===== src/amp_regs.svh =====
// register offsets, field positions, reset values and timing counts
`ifndef AMP_REGS_SVH
`define AMP_REGS_SVH
`define AMP_WORD_W 12
`define AMP_ADDR_CFG 4'h0
`define AMP_ADDR_OFS 4'h2
`define AMP_ADDR_FSR 4'h3
`define AMP_ADDR_SKEW 4'h7
`define AMP_ADDR_TAD 4'hc
`define AMP_CFG_PHASE 14
`define AMP_CFG_DES 7
`define AMP_CFG_QSEL 6
`define AMP_CFG_DUAL 5
`define AMP_OFS_SIGN 12
`define AMP_CFG_RST 16'h0000
`define AMP_OFS_RST 16'h0000
`define AMP_FSR_MID 15'h4000
`define AMP_FSR_MIN 15'h0000
`define AMP_SKEW_RST 7'h40
`define AMP_TAD_RST 3'h0
`define AMP_RSV_OK 2'h2
`define AMP_HDR_BITS 5'h08
`define AMP_FRAME_BITS 5'h18
`endif


===== src/amp_pkg.sv =====
// types shared by the converter control block
package amp_pkg;
`include "amp_regs.svh"
	typedef enum logic [2:0] {
		SP_IDLE = 3'h1,
		SP_SHIFT = 3'h2,
		SP_DONE = 3'h4
	} amp_sp_state_e;

	typedef struct packed {
		logic [`AMP_WORD_W-1:0] qd;
		logic [`AMP_WORD_W-1:0] id;
		logic [`AMP_WORD_W-1:0] q;
		logic [`AMP_WORD_W-1:0] i;
	} amp_bus_s;

	typedef struct packed {
		logic extended_control_mode;
		logic des;
		logic qsel;
		logic dual;
		logic ph90;
	} amp_mode_s;
endpackage


===== src/amp_core.sv =====
// converter mode control, serial register port and ddr output framing
// Operation
// - register mode offers a 15-bit full-scale range code via registers.
// - pin mode range pin picks mid or minimum register range code.
// - register mode offers 12-bit offset magnitude plus sign.
// - two-edge mode: one channel samples on rising, other on falling.
// - pin-controlled two-edge mode samples the I input only.
// - config bit 7 enables two-edge sampling in register mode.
// - config bit 6 routes Q input to both channels unless bit 5 is set, else I.
// - config bit 5 selects both inputs driven, each to own channel.
// - demux two-edge words ordered delayed Q, delayed I, Q, I.
// - non-demux two-edge edge carries Q earlier and I later.
// - skew register at 7h takes 0 to 127, defaults 64.
// - two-edge mode runs continuous background I/Q phase trim.
// - register mode allows programmable internal sampling clock delay.
// - sampling clock delay also delays forwarded clock and data.
// - output is ddr; forwarded clock half the word rate.
// - 0 degree phase: data changes on every forwarded clock edge.
// - 90 degree phase: forwarded clock toggles mid data cell.
// - phase from phase pin in pin mode, config bit 14 otherwise.
// - serial frame carries 4-bit address, msb first, 16 addresses.
// - serial frame carries 16-bit data written or read back.
`timescale 1ns/1ps
`include "amp_regs.svh"
module amp_core
	import amp_pkg::*;
#(
	parameter int DLY_DEPTH = 8,
	parameter int BG_W = 6
)
(
	// clock and reset
	input wire logic clock_i,
	input wire logic rst_n_i,
	// mode pins
	input wire logic ecm_n_i,
	input wire logic des_pin_i,
	input wire logic output_phase_pin_i,
	input wire logic range_select_pin_i,
	input wire logic demux_pin_i,
	// serial control port
	input wire logic scs_n_i,
	input wire logic sclk_i,
	input wire logic sdi_i,
	output logic sdo_o,
	output logic sdo_oe_o,
	// sampled inputs
	input wire logic [`AMP_WORD_W-1:0] i_in_i,
	input wire logic [`AMP_WORD_W-1:0] q_in_i,
	// ddr output
	output amp_bus_s out_word_o,
	output logic forwarded_output_clock_o,
	// trim settings
	output logic [14:0] fsr_code_o,
	output logic [11:0] offset_mag_o,
	output logic offset_neg_o,
	output logic [6:0] skew_code_o,
	output logic [2:0] clk_delay_o,
	output logic [BG_W-1:0] bg_trim_o
);

	if (DLY_DEPTH < 7)
	begin : g_chk_dly
		$error("DLY_DEPTH must cover delay code 7");
	end
	if (BG_W < 2)
	begin : g_chk_bg
		$error("BG_W must be at least 2");
	end

	function automatic logic [15:0] reg_read(input logic [3:0] a, input logic [15:0] cfg,
		input logic [15:0] ofs, input logic [14:0] range_select_pin, input logic [6:0] skw, input logic [2:0] tad);
		logic [15:0] r;
		r = 16'h0000;
		case (a)
			`AMP_ADDR_CFG: r = cfg;
			`AMP_ADDR_OFS: r = ofs;
			`AMP_ADDR_FSR: r = {1'b0, range_select_pin};
			`AMP_ADDR_SKEW: r = {9'h000, skw};
			`AMP_ADDR_TAD: r = {13'h0000, tad};
			default: r = 16'h0000;
		endcase
		return r;
	endfunction

	// pin synchronisers: ecm_n, des, phase, range, demux, cs_n, sclk, sdi
	logic [7:0] s1_q, s2_q;
	always_ff @(posedge clock_i)
	begin
		if (!rst_n_i)
		begin
			s1_q <= 8'h21;
			s2_q <= 8'h21;
		end
		else
		begin
			s1_q <= {sdi_i, sclk_i, scs_n_i, demux_pin_i, range_select_pin_i,
				output_phase_pin_i, des_pin_i, ecm_n_i};
			s2_q <= s1_q;
		end
	end
	logic ecm_s, des_pin_s, ph_pin_s, rng_pin_s, demux_s, cs_n_s, sclk_s, sdi_s;
	assign ecm_s = !s2_q[0];
	assign des_pin_s = s2_q[1];
	assign ph_pin_s = s2_q[2];
	assign rng_pin_s = s2_q[3];
	assign demux_s = s2_q[4];
	assign cs_n_s = s2_q[5];
	assign sclk_s = s2_q[6];
	assign sdi_s = s2_q[7];

	// serial port
	amp_sp_state_e sp_q, sp_d;
	logic sclk_prev_q, sclk_prev_d;
	logic [4:0] cnt_q, cnt_d;
	logic [23:0] sh_q, sh_d;
	logic [15:0] rd_q, rd_d;
	logic sdo_q, sdo_d, oe_q, oe_d;
	logic wr_go;
	logic [3:0] wr_addr;
	logic [15:0] wr_data;
	logic [15:0] cfg_q, cfg_d, ofs_q, ofs_d;
	logic [14:0] fsr_q, fsr_d;
	logic [6:0] skew_q, skew_d;
	logic [2:0] tad_q, tad_d;
	logic sclk_rise, sclk_fall;
	assign sclk_rise = sclk_s && !sclk_prev_q;
	assign sclk_fall = !sclk_s && sclk_prev_q;
	assign wr_addr = sh_q[20:17];
	assign wr_data = sh_q[15:0];

	always_comb
	begin
		sp_d = sp_q;
		sclk_prev_d = sclk_s;
		cnt_d = cnt_q;
		sh_d = sh_q;
		rd_d = rd_q;
		sdo_d = sdo_q;
		oe_d = oe_q;
		wr_go = 1'b0;
		case (sp_q)
			SP_IDLE:
			begin
				cnt_d = 5'h00;
				oe_d = 1'b0;
				if (!cs_n_s)
					sp_d = SP_SHIFT;
			end
			SP_SHIFT:
			begin
				if (cs_n_s)
				begin
					sp_d = SP_IDLE;
					oe_d = 1'b0;
				end
				else if (sclk_rise)
				begin
					sh_d = {sh_q[22:0], sdi_s};
					cnt_d = cnt_q + 5'h01;
					if (cnt_d == `AMP_HDR_BITS)
						rd_d = reg_read(sh_d[4:1], cfg_q, ofs_q, fsr_q, skew_q, tad_q);
					if (cnt_d == `AMP_FRAME_BITS)
					begin
						sp_d = SP_DONE;
						wr_go = !sh_d[23] && (sh_d[22:21] == `AMP_RSV_OK);
					end
				end
				else if (sclk_fall && cnt_q >= `AMP_HDR_BITS && sh_q[cnt_q - 5'h01])
				begin
					sdo_d = rd_q[15];
					rd_d = {rd_q[14:0], 1'b0};
					oe_d = 1'b1;
				end
			end
			SP_DONE:
			begin
				if (sclk_fall)
					oe_d = 1'b0;
				if (cs_n_s)
				begin
					sp_d = SP_IDLE;
					oe_d = 1'b0;
				end
			end
			default: sp_d = SP_IDLE;
		endcase
	end

	// read flag is the first frame bit, so it always sits at sh bit (cnt-1)
	always_ff @(posedge clock_i)
	begin
		if (!rst_n_i)
		begin
			sp_q <= SP_IDLE;
			sclk_prev_q <= 1'b0;
			cnt_q <= 5'h00;
			sh_q <= 24'h000000;
			rd_q <= 16'h0000;
			sdo_q <= 1'b0;
			oe_q <= 1'b0;
		end
		else
		begin
			sp_q <= sp_d;
			sclk_prev_q <= sclk_prev_d;
			cnt_q <= cnt_d;
			sh_q <= sh_d;
			rd_q <= rd_d;
			sdo_q <= sdo_d;
			oe_q <= oe_d;
		end
	end

	// register file, written one cycle after the last frame bit
	logic wr_q;
	always_comb
	begin
		cfg_d = cfg_q;
		ofs_d = ofs_q;
		fsr_d = fsr_q;
		skew_d = skew_q;
		tad_d = tad_q;
		if (wr_q)
		begin
			case (wr_addr)
				`AMP_ADDR_CFG: cfg_d = wr_data;
				`AMP_ADDR_OFS: ofs_d = {3'h0, wr_data[12:0]};
				`AMP_ADDR_FSR: fsr_d = wr_data[14:0];
				`AMP_ADDR_SKEW: skew_d = wr_data[6:0];
				`AMP_ADDR_TAD: tad_d = wr_data[2:0];
				default: cfg_d = cfg_q;
			endcase
		end
	end

	always_ff @(posedge clock_i)
	begin
		if (!rst_n_i)
		begin
			wr_q <= 1'b0;
			cfg_q <= `AMP_CFG_RST;
			ofs_q <= `AMP_OFS_RST;
			fsr_q <= `AMP_FSR_MID;
			skew_q <= `AMP_SKEW_RST;
			tad_q <= `AMP_TAD_RST;
		end
		else
		begin
			wr_q <= wr_go;
			cfg_q <= cfg_d;
			ofs_q <= ofs_d;
			fsr_q <= fsr_d;
			skew_q <= skew_d;
			tad_q <= tad_d;
		end
	end

	// effective mode; pin mode takes the two-edge input from I only
	amp_mode_s mode_q, mode_d;
	always_comb
	begin
		mode_d.extended_control_mode = ecm_s;
		mode_d.des = ecm_s ? cfg_q[`AMP_CFG_DES] : des_pin_s;
		mode_d.qsel = ecm_s && cfg_q[`AMP_CFG_QSEL];
		mode_d.dual = ecm_s && cfg_q[`AMP_CFG_DUAL];
		mode_d.ph90 = ecm_s ? cfg_q[`AMP_CFG_PHASE] : ph_pin_s;
	end

	// sampling clock model: one edge per cycle, delayed as programmed
	logic ph_q;
	logic [DLY_DEPTH-1:0] hist_q;
	logic dph_prev_q, dph, rise, fall;
	logic [`AMP_WORD_W-1:0] ch_i_q, ch_i_d, ch_q_q, ch_q_d;
	logic pair_v_q, fall_v_q;
	logic [BG_W-1:0] bg_q, bg_d;
	// delay only available in register mode
	assign dph = (tad_q == 3'h0 || !mode_q.extended_control_mode) ? ph_q : hist_q[tad_q - 3'h1];
	assign rise = dph && !dph_prev_q;
	assign fall = !dph && dph_prev_q;

	always_comb
	begin
		ch_i_d = ch_i_q;
		ch_q_d = ch_q_q;
		bg_d = bg_q;
		if (rise)
		begin
			ch_i_d = (mode_q.des && mode_q.qsel && !mode_q.dual) ? q_in_i : i_in_i;
			if (!mode_q.des)
				ch_q_d = q_in_i;
		end
		if (fall && mode_q.des)
			ch_q_d = (mode_q.dual || mode_q.qsel) ? q_in_i : i_in_i;
		if (pair_v_q && mode_q.des)
		begin
			if (ch_i_q > ch_q_q && bg_q != {BG_W{1'b1}})
				bg_d = bg_q + 1'b1;
			else if (ch_i_q < ch_q_q && bg_q != {BG_W{1'b0}})
				bg_d = bg_q - 1'b1;
		end
	end

	always_ff @(posedge clock_i)
	begin
		if (!rst_n_i)
		begin
			mode_q <= '0;
			ph_q <= 1'b0;
			hist_q <= '0;
			dph_prev_q <= 1'b0;
			ch_i_q <= '0;
			ch_q_q <= '0;
			pair_v_q <= 1'b0;
			fall_v_q <= 1'b0;
			bg_q <= {1'b1, {(BG_W-1){1'b0}}};
		end
		else
		begin
			mode_q <= mode_d;
			ph_q <= !ph_q;
			hist_q <= {hist_q[DLY_DEPTH-2:0], ph_q};
			dph_prev_q <= dph;
			ch_i_q <= ch_i_d;
			ch_q_q <= ch_q_d;
			pair_v_q <= rise;
			fall_v_q <= fall;
			bg_q <= bg_d;
		end
	end

	// ddr output framing
	amp_bus_s word_q, word_d;
	logic [`AMP_WORD_W-1:0] hold_q_q, hold_q_d, hold_i_q, hold_i_d;
	logic half_q, half_d, fclk_q, fclk_d, launch, mid;
	always_comb
	begin
		word_d = word_q;
		hold_q_d = hold_q_q;
		hold_i_d = hold_i_q;
		half_d = half_q;
		launch = 1'b0;
		mid = 1'b0;
		if (demux_s)
		begin
			if (pair_v_q)
			begin
				half_d = !half_q;
				if (half_q)
				begin
					launch = 1'b1;
					word_d = '{qd: hold_q_q, id: hold_i_q, q: ch_q_q, i: ch_i_q};
				end
				else
				begin
					mid = 1'b1;
					hold_q_d = ch_q_q;
					hold_i_d = ch_i_q;
				end
			end
		end
		else
		begin
			half_d = 1'b0;
			mid = fall_v_q;
			if (pair_v_q)
			begin
				launch = 1'b1;
				word_d = '{qd: '0, id: '0, q: ch_q_q, i: ch_i_q};
			end
		end
		fclk_d = fclk_q ^ (mode_q.ph90 ? mid : launch);
	end

	always_ff @(posedge clock_i)
	begin
		if (!rst_n_i)
		begin
			word_q <= '0;
			hold_q_q <= '0;
			hold_i_q <= '0;
			half_q <= 1'b0;
			fclk_q <= 1'b0;
			fsr_code_o <= `AMP_FSR_MID;
			offset_mag_o <= 12'h000;
			offset_neg_o <= 1'b0;
		end
		else
		begin
			word_q <= word_d;
			hold_q_q <= hold_q_d;
			hold_i_q <= hold_i_d;
			half_q <= half_d;
			fclk_q <= fclk_d;
			fsr_code_o <= ecm_s ? fsr_q : (rng_pin_s ? `AMP_FSR_MID : `AMP_FSR_MIN);
			offset_mag_o <= ecm_s ? ofs_q[11:0] : 12'h000;
			offset_neg_o <= ecm_s && ofs_q[`AMP_OFS_SIGN];
		end
	end

	assign out_word_o = word_q;
	assign forwarded_output_clock_o = fclk_q;
	assign sdo_o = sdo_q;
	assign sdo_oe_o = oe_q;
	assign skew_code_o = skew_q;
	assign clk_delay_o = tad_q;
	assign bg_trim_o = bg_q;
endmodule


===== config.mk =====
export PLATFORM = sky130hd
export DESIGN_NAME = amp_core
export DESIGN_NICKNAME = d
export VERILOG_FILES = /design/src/amp_pkg.sv /design/src/amp_core.sv
export VERILOG_INCLUDE_DIRS = /design/src
export SDC_FILE = /design/constraint.sdc
export NUM_CORES = 1
export LEC_CHECK = 0
export ABC_AREA = 1
export BUFFER_PORTS_ARGS = -buffer_cell sky130_fd_sc_hd__buf_2
export CELL_PAD_IN_SITES_DETAIL_PLACEMENT = 0
export CELL_PAD_IN_SITES_GLOBAL_PLACEMENT = 1
export CORE_AREA = 10 10 172 174
export CTS_CLUSTER_SIZE = 28
export DETAILED_ROUTE_END_ITERATION = 12
export DIE_AREA = 0 0 182 184
export MAX_ROUTING_LAYER = met4
export PLACE_DENSITY_LB_ADDON = 0.1
export SLEW_MARGIN = 20
export SYNTH_ARGS = -nofsm -noshare
export SYNTH_HDL_FRONTEND = slang
export SYNTH_SLANG_ARGS = --single-unit

===== constraint.sdc =====
create_clock -name clock_i -period 2.94 [get_ports clock_i]
set_input_delay 0.294 -clock clock_i [delete_from_list [all_inputs] [get_ports clock_i]]
set_output_delay 0.294 -clock clock_i [all_outputs]
set_load 0.1 [all_outputs]

==> flow_summary.toml <==
[critical_path]
crit_path_end = "bg_trim_o[5]"
cp_slowest_stage_delay_ns = 0.36
cp.required_ns = 3.37
cp_top_family = "simple AND/OR/NAND/NOR gates"
cp-end-kind = "flop"
cp-startpoint = "ch_q_q[11]"
path_buf_inv = 4
cp_slowest_cell = "dfxtp_1"
r2r_cells = 20
cp_common_cell = "nand2_1"
r2r_start = "ch_q_q[11]"
rrSetupSlack_ns = 0.19
reg2reg_to = "bg_trim_o[5]"
cp-start-kind = "flop"
crit_path_max_fanout = 5
cp.arrival_ns = 3.18
cp_num_cells = 20
worst-setup-path-type = "reg -> reg"
worstPathCellList = "inv_1 > ha_1 > nand2_1 > nor2_4 > inv_1 > nor2_1 > nand2_1 > nand3_1 > nand2_4 > ha_4 > a21oi_2 > o21ai_0 > a31oi_1 > inv_1 > nand2_1 > nand2_1 > inv_1 > nand2_1 > nand2_1 > nand3_1"

[synthesis]
ys_seq_area_frac = 0.490
yosys-top-cells-area = "dfxtp_1 49%, o21ai_0 7.6%, a21oi_1 7.3%"
synthAdderAreaFrac = 0.0255
synth-simple-area-share = 0.192
synth_xor_area_frac = 0.00870
async_flop_share = 0
synthMuxAreaShare = 0.0190
yosys.area.top_type = "dfxtp_1"
syn-cell-area_um2 = 11100
syn-num-nets = 1504
syn_inst = 1448
avgSynthCellArea_um2 = 7.65
synth_ff_type = "dfxtp_1"
ys_types = 42
synth_compound_area_frac = 0.173
synth_edf_count = 0
synth_warnings = 0
synth_top_family_by_area = "simple AND/OR/NAND/NOR gates"
yosys.area.top_type_share = 0.490
yosys_register_bits = 271

[timing]
layout_min_cycle_time_ns = 2.75
max_freq_mhz = 364
worst_pin_slew_ns = 0.748
slew_violations = 0
setup_ws_ns = 0.192
post-route-period-util = 0.935
slew_headroom = 0.500
finalClockSkew_ns = 0.00904
setup_viol = 0
hold_viol = 0

[finish]
diodes = 0
drive_gt1_frac = 0.153
syn_to_final_growth_pct = 19.0
finalInstanceArea_um2 = 13200
fin_nets = 1624

[cts]
cts_buffers = 30
cts_tree = "done"
clock-root-buffer = "clkbuf_16"
insertion_delay_ns = 0.55
clk_pin_slew_worst_paths_ns = 0.06
cts_buffer_depth = 3
cts.sinks = 271
cts_max_level = 1

[place]
port-buffer-count = 128
dp_slack_ns = 0.0484
place_area_um2 = 12000
gp_congestion = 0.882
dp_hpwl_um = 21800

[job]
cap_violations = 0

[global_routing]
grt_usage = 0.185
grt_pass1_vias = 9093
grt_max_degree = 106
grt.busiest_layer = "met1"
antenna_found_initial = 0
use_met2 = 0.265
gr-usage-met3 = 0.0256
globalRouteMet1Util = 0.271
grt_pass1_wl_um = 50200
overflow = 0

[floorplanning]
start_util = 0.427
rows = 59
dieWidth_um = 182
io_pins = 129
dieHeight_um = 184
dieArea_um2 = 33500
fp.coreArea_um2 = 25900

[power]
peakVddDrop_mv = 0.484
power_leakage_uw = 0.00573
p_per_area_nw_per_um2 = 657

[routing]
routed_wirelength_um = 31300
ant_nets = 0
vias = 9556
drc = 0
wl_per_cell_um = 16.3
drt_iter0_markers = 635
viasPerCell = 4.96
dr.pass1.iters = 7

[outcome]
outcome = "completed"

[worst_hold_path]
hold_class = "in -> reg"
min-delay-start = "q_in_i[6]"
==> sequential cells by signal, summed over array words and instances (netlist names), 12 cells and up <==
signal and cells:
hold_i_q 12, offset_mag_o 12, cfg_q 16, sh_q 24, ofs_q 13, out_word_o 48, ch_i_q 12, fsr_code_o 15
rd_q 16, hold_q_q 12, ch_q_q 12, fsr_q 15
==> synthesized netlist by cell type, types with 4 or more instances <==
master	count
dfxtp_1	271
nand2_1	196
nor2_1	187
inv_1	173
o21ai_0	168
a21oi_1	161
nand3_1	84
clkbuf_1	53
ha_1	21
buf_2	15
mux2i_1	12
nand4_1	12
mux2_2	8
xor2_1	7
buf_1	6
nor3_1	6
o221ai_1	6
a211oi_1	5
inv_2	5
o2111ai_1	5
o22ai_1	5
buf_6	4
nor3_2	4
or2_2	4
xnor2_1	4
==> placed cells by master, fill, tap and decap left out, drive strengths merged, types with 7 or more instances in the layout <==
cell	instances
mux2i	12
mux2	8
o21ai	169
ha	21
clkbuf	46
dlygate4sd3	8
nand2	199
buf	158
xor2	7
nor2	189
nand3	85
nand4	12
nor3	11
a21oi	163
dfxtp	271
inv	178
==> how the worst min path moves through the flow <==
stage                end  slack, ns  cells past startpoint
6_report       ch_q_q[6]       0.08                      5
3_5_place_dp     s2_q[4]       0.40                      2
4_1_cts        ch_q_q[8]       0.05                      3
2_1_floorplan    s2_q[1]       0.39                      2
3_3_place_gp     s2_q[0]       0.40                      1
5_1_grt        ch_q_q[8]       0.07                      3
==> per-stage QoR <==
stage / instances / total power (uW) / util / TNS (ns) / hold slack (ns)
5_1_grt: 1925 / 9040 / 0.508 / -0.0230 / 0.0749
2_1_floorplan: 1448 / 4690 / - / 0 / 0.390
6_report: 1925 / 8660 / 0.508 / 0 / 0.0785
4_1_cts: 1925 / 8700 / 0.506 / 0 / 0.0502
3_3_place_gp: 1863 / 4950 / 0.465 / 0 / 0.397
3_5_place_dp: 1863 / 4960 / 0.465 / 0 / 0.398
==> kinds of logic after synthesis <==
| family | after synthesis |
|---|---|
| fa+ha+maj | 22 |
| xor+xnor | 11 |
| buf+inv | 257 |
| compound gates | 363 |
| simple gates | 504 |
| flops | 271 |
| mux | 20 |
==> worst register-to-register path, delay by kind of cell (launching register included) <==
kind,cells,cell delay [ns]
compound gates,3,0.49
fa+ha+maj,2,0.55
buf+inv,4,0.25
flops,1,0.36
simple gates,11,0.99
==> layer usage <==
metal	routed length [um]	up-vias
met5	0	-
met4	391	0
met3	1300	35
met2	13300	174
met1	16300	4386
li1	-	4961
==> where the power goes <==
part	total [uW]	leakage (uW)	switching, uW	internal (uW)
Clock	3730	0.000488	1500	2230
Sequential	3840	0.00220	75.8	3770
Combinational	1080	0.00305	745	339
Total	8660	0.00573	2320	6340
==> timing repair <==
action	in CTS	in global routing
setup endpoints to repair	0	3
hold buffers	8	0
resized for setup	0	10
hold endpoints to repair	8	0
setup buffers	0	0
==> area by class of cell <==
| class | count | area [um2] |
|---|---|---|
| fillers | 2633 | 12700 |
| flip-flops and latches | 271 | 5430 |
| multi-input cells | 920 | 4690 |
| repair buffers | 166 | 973 |
| clock buffers | 46 | 922 |
| inverters | 179 | 672 |
| well taps | 335 | 419 |
| clock inverters | 8 | 70.1 |
(Power assumes the default switching activity.)
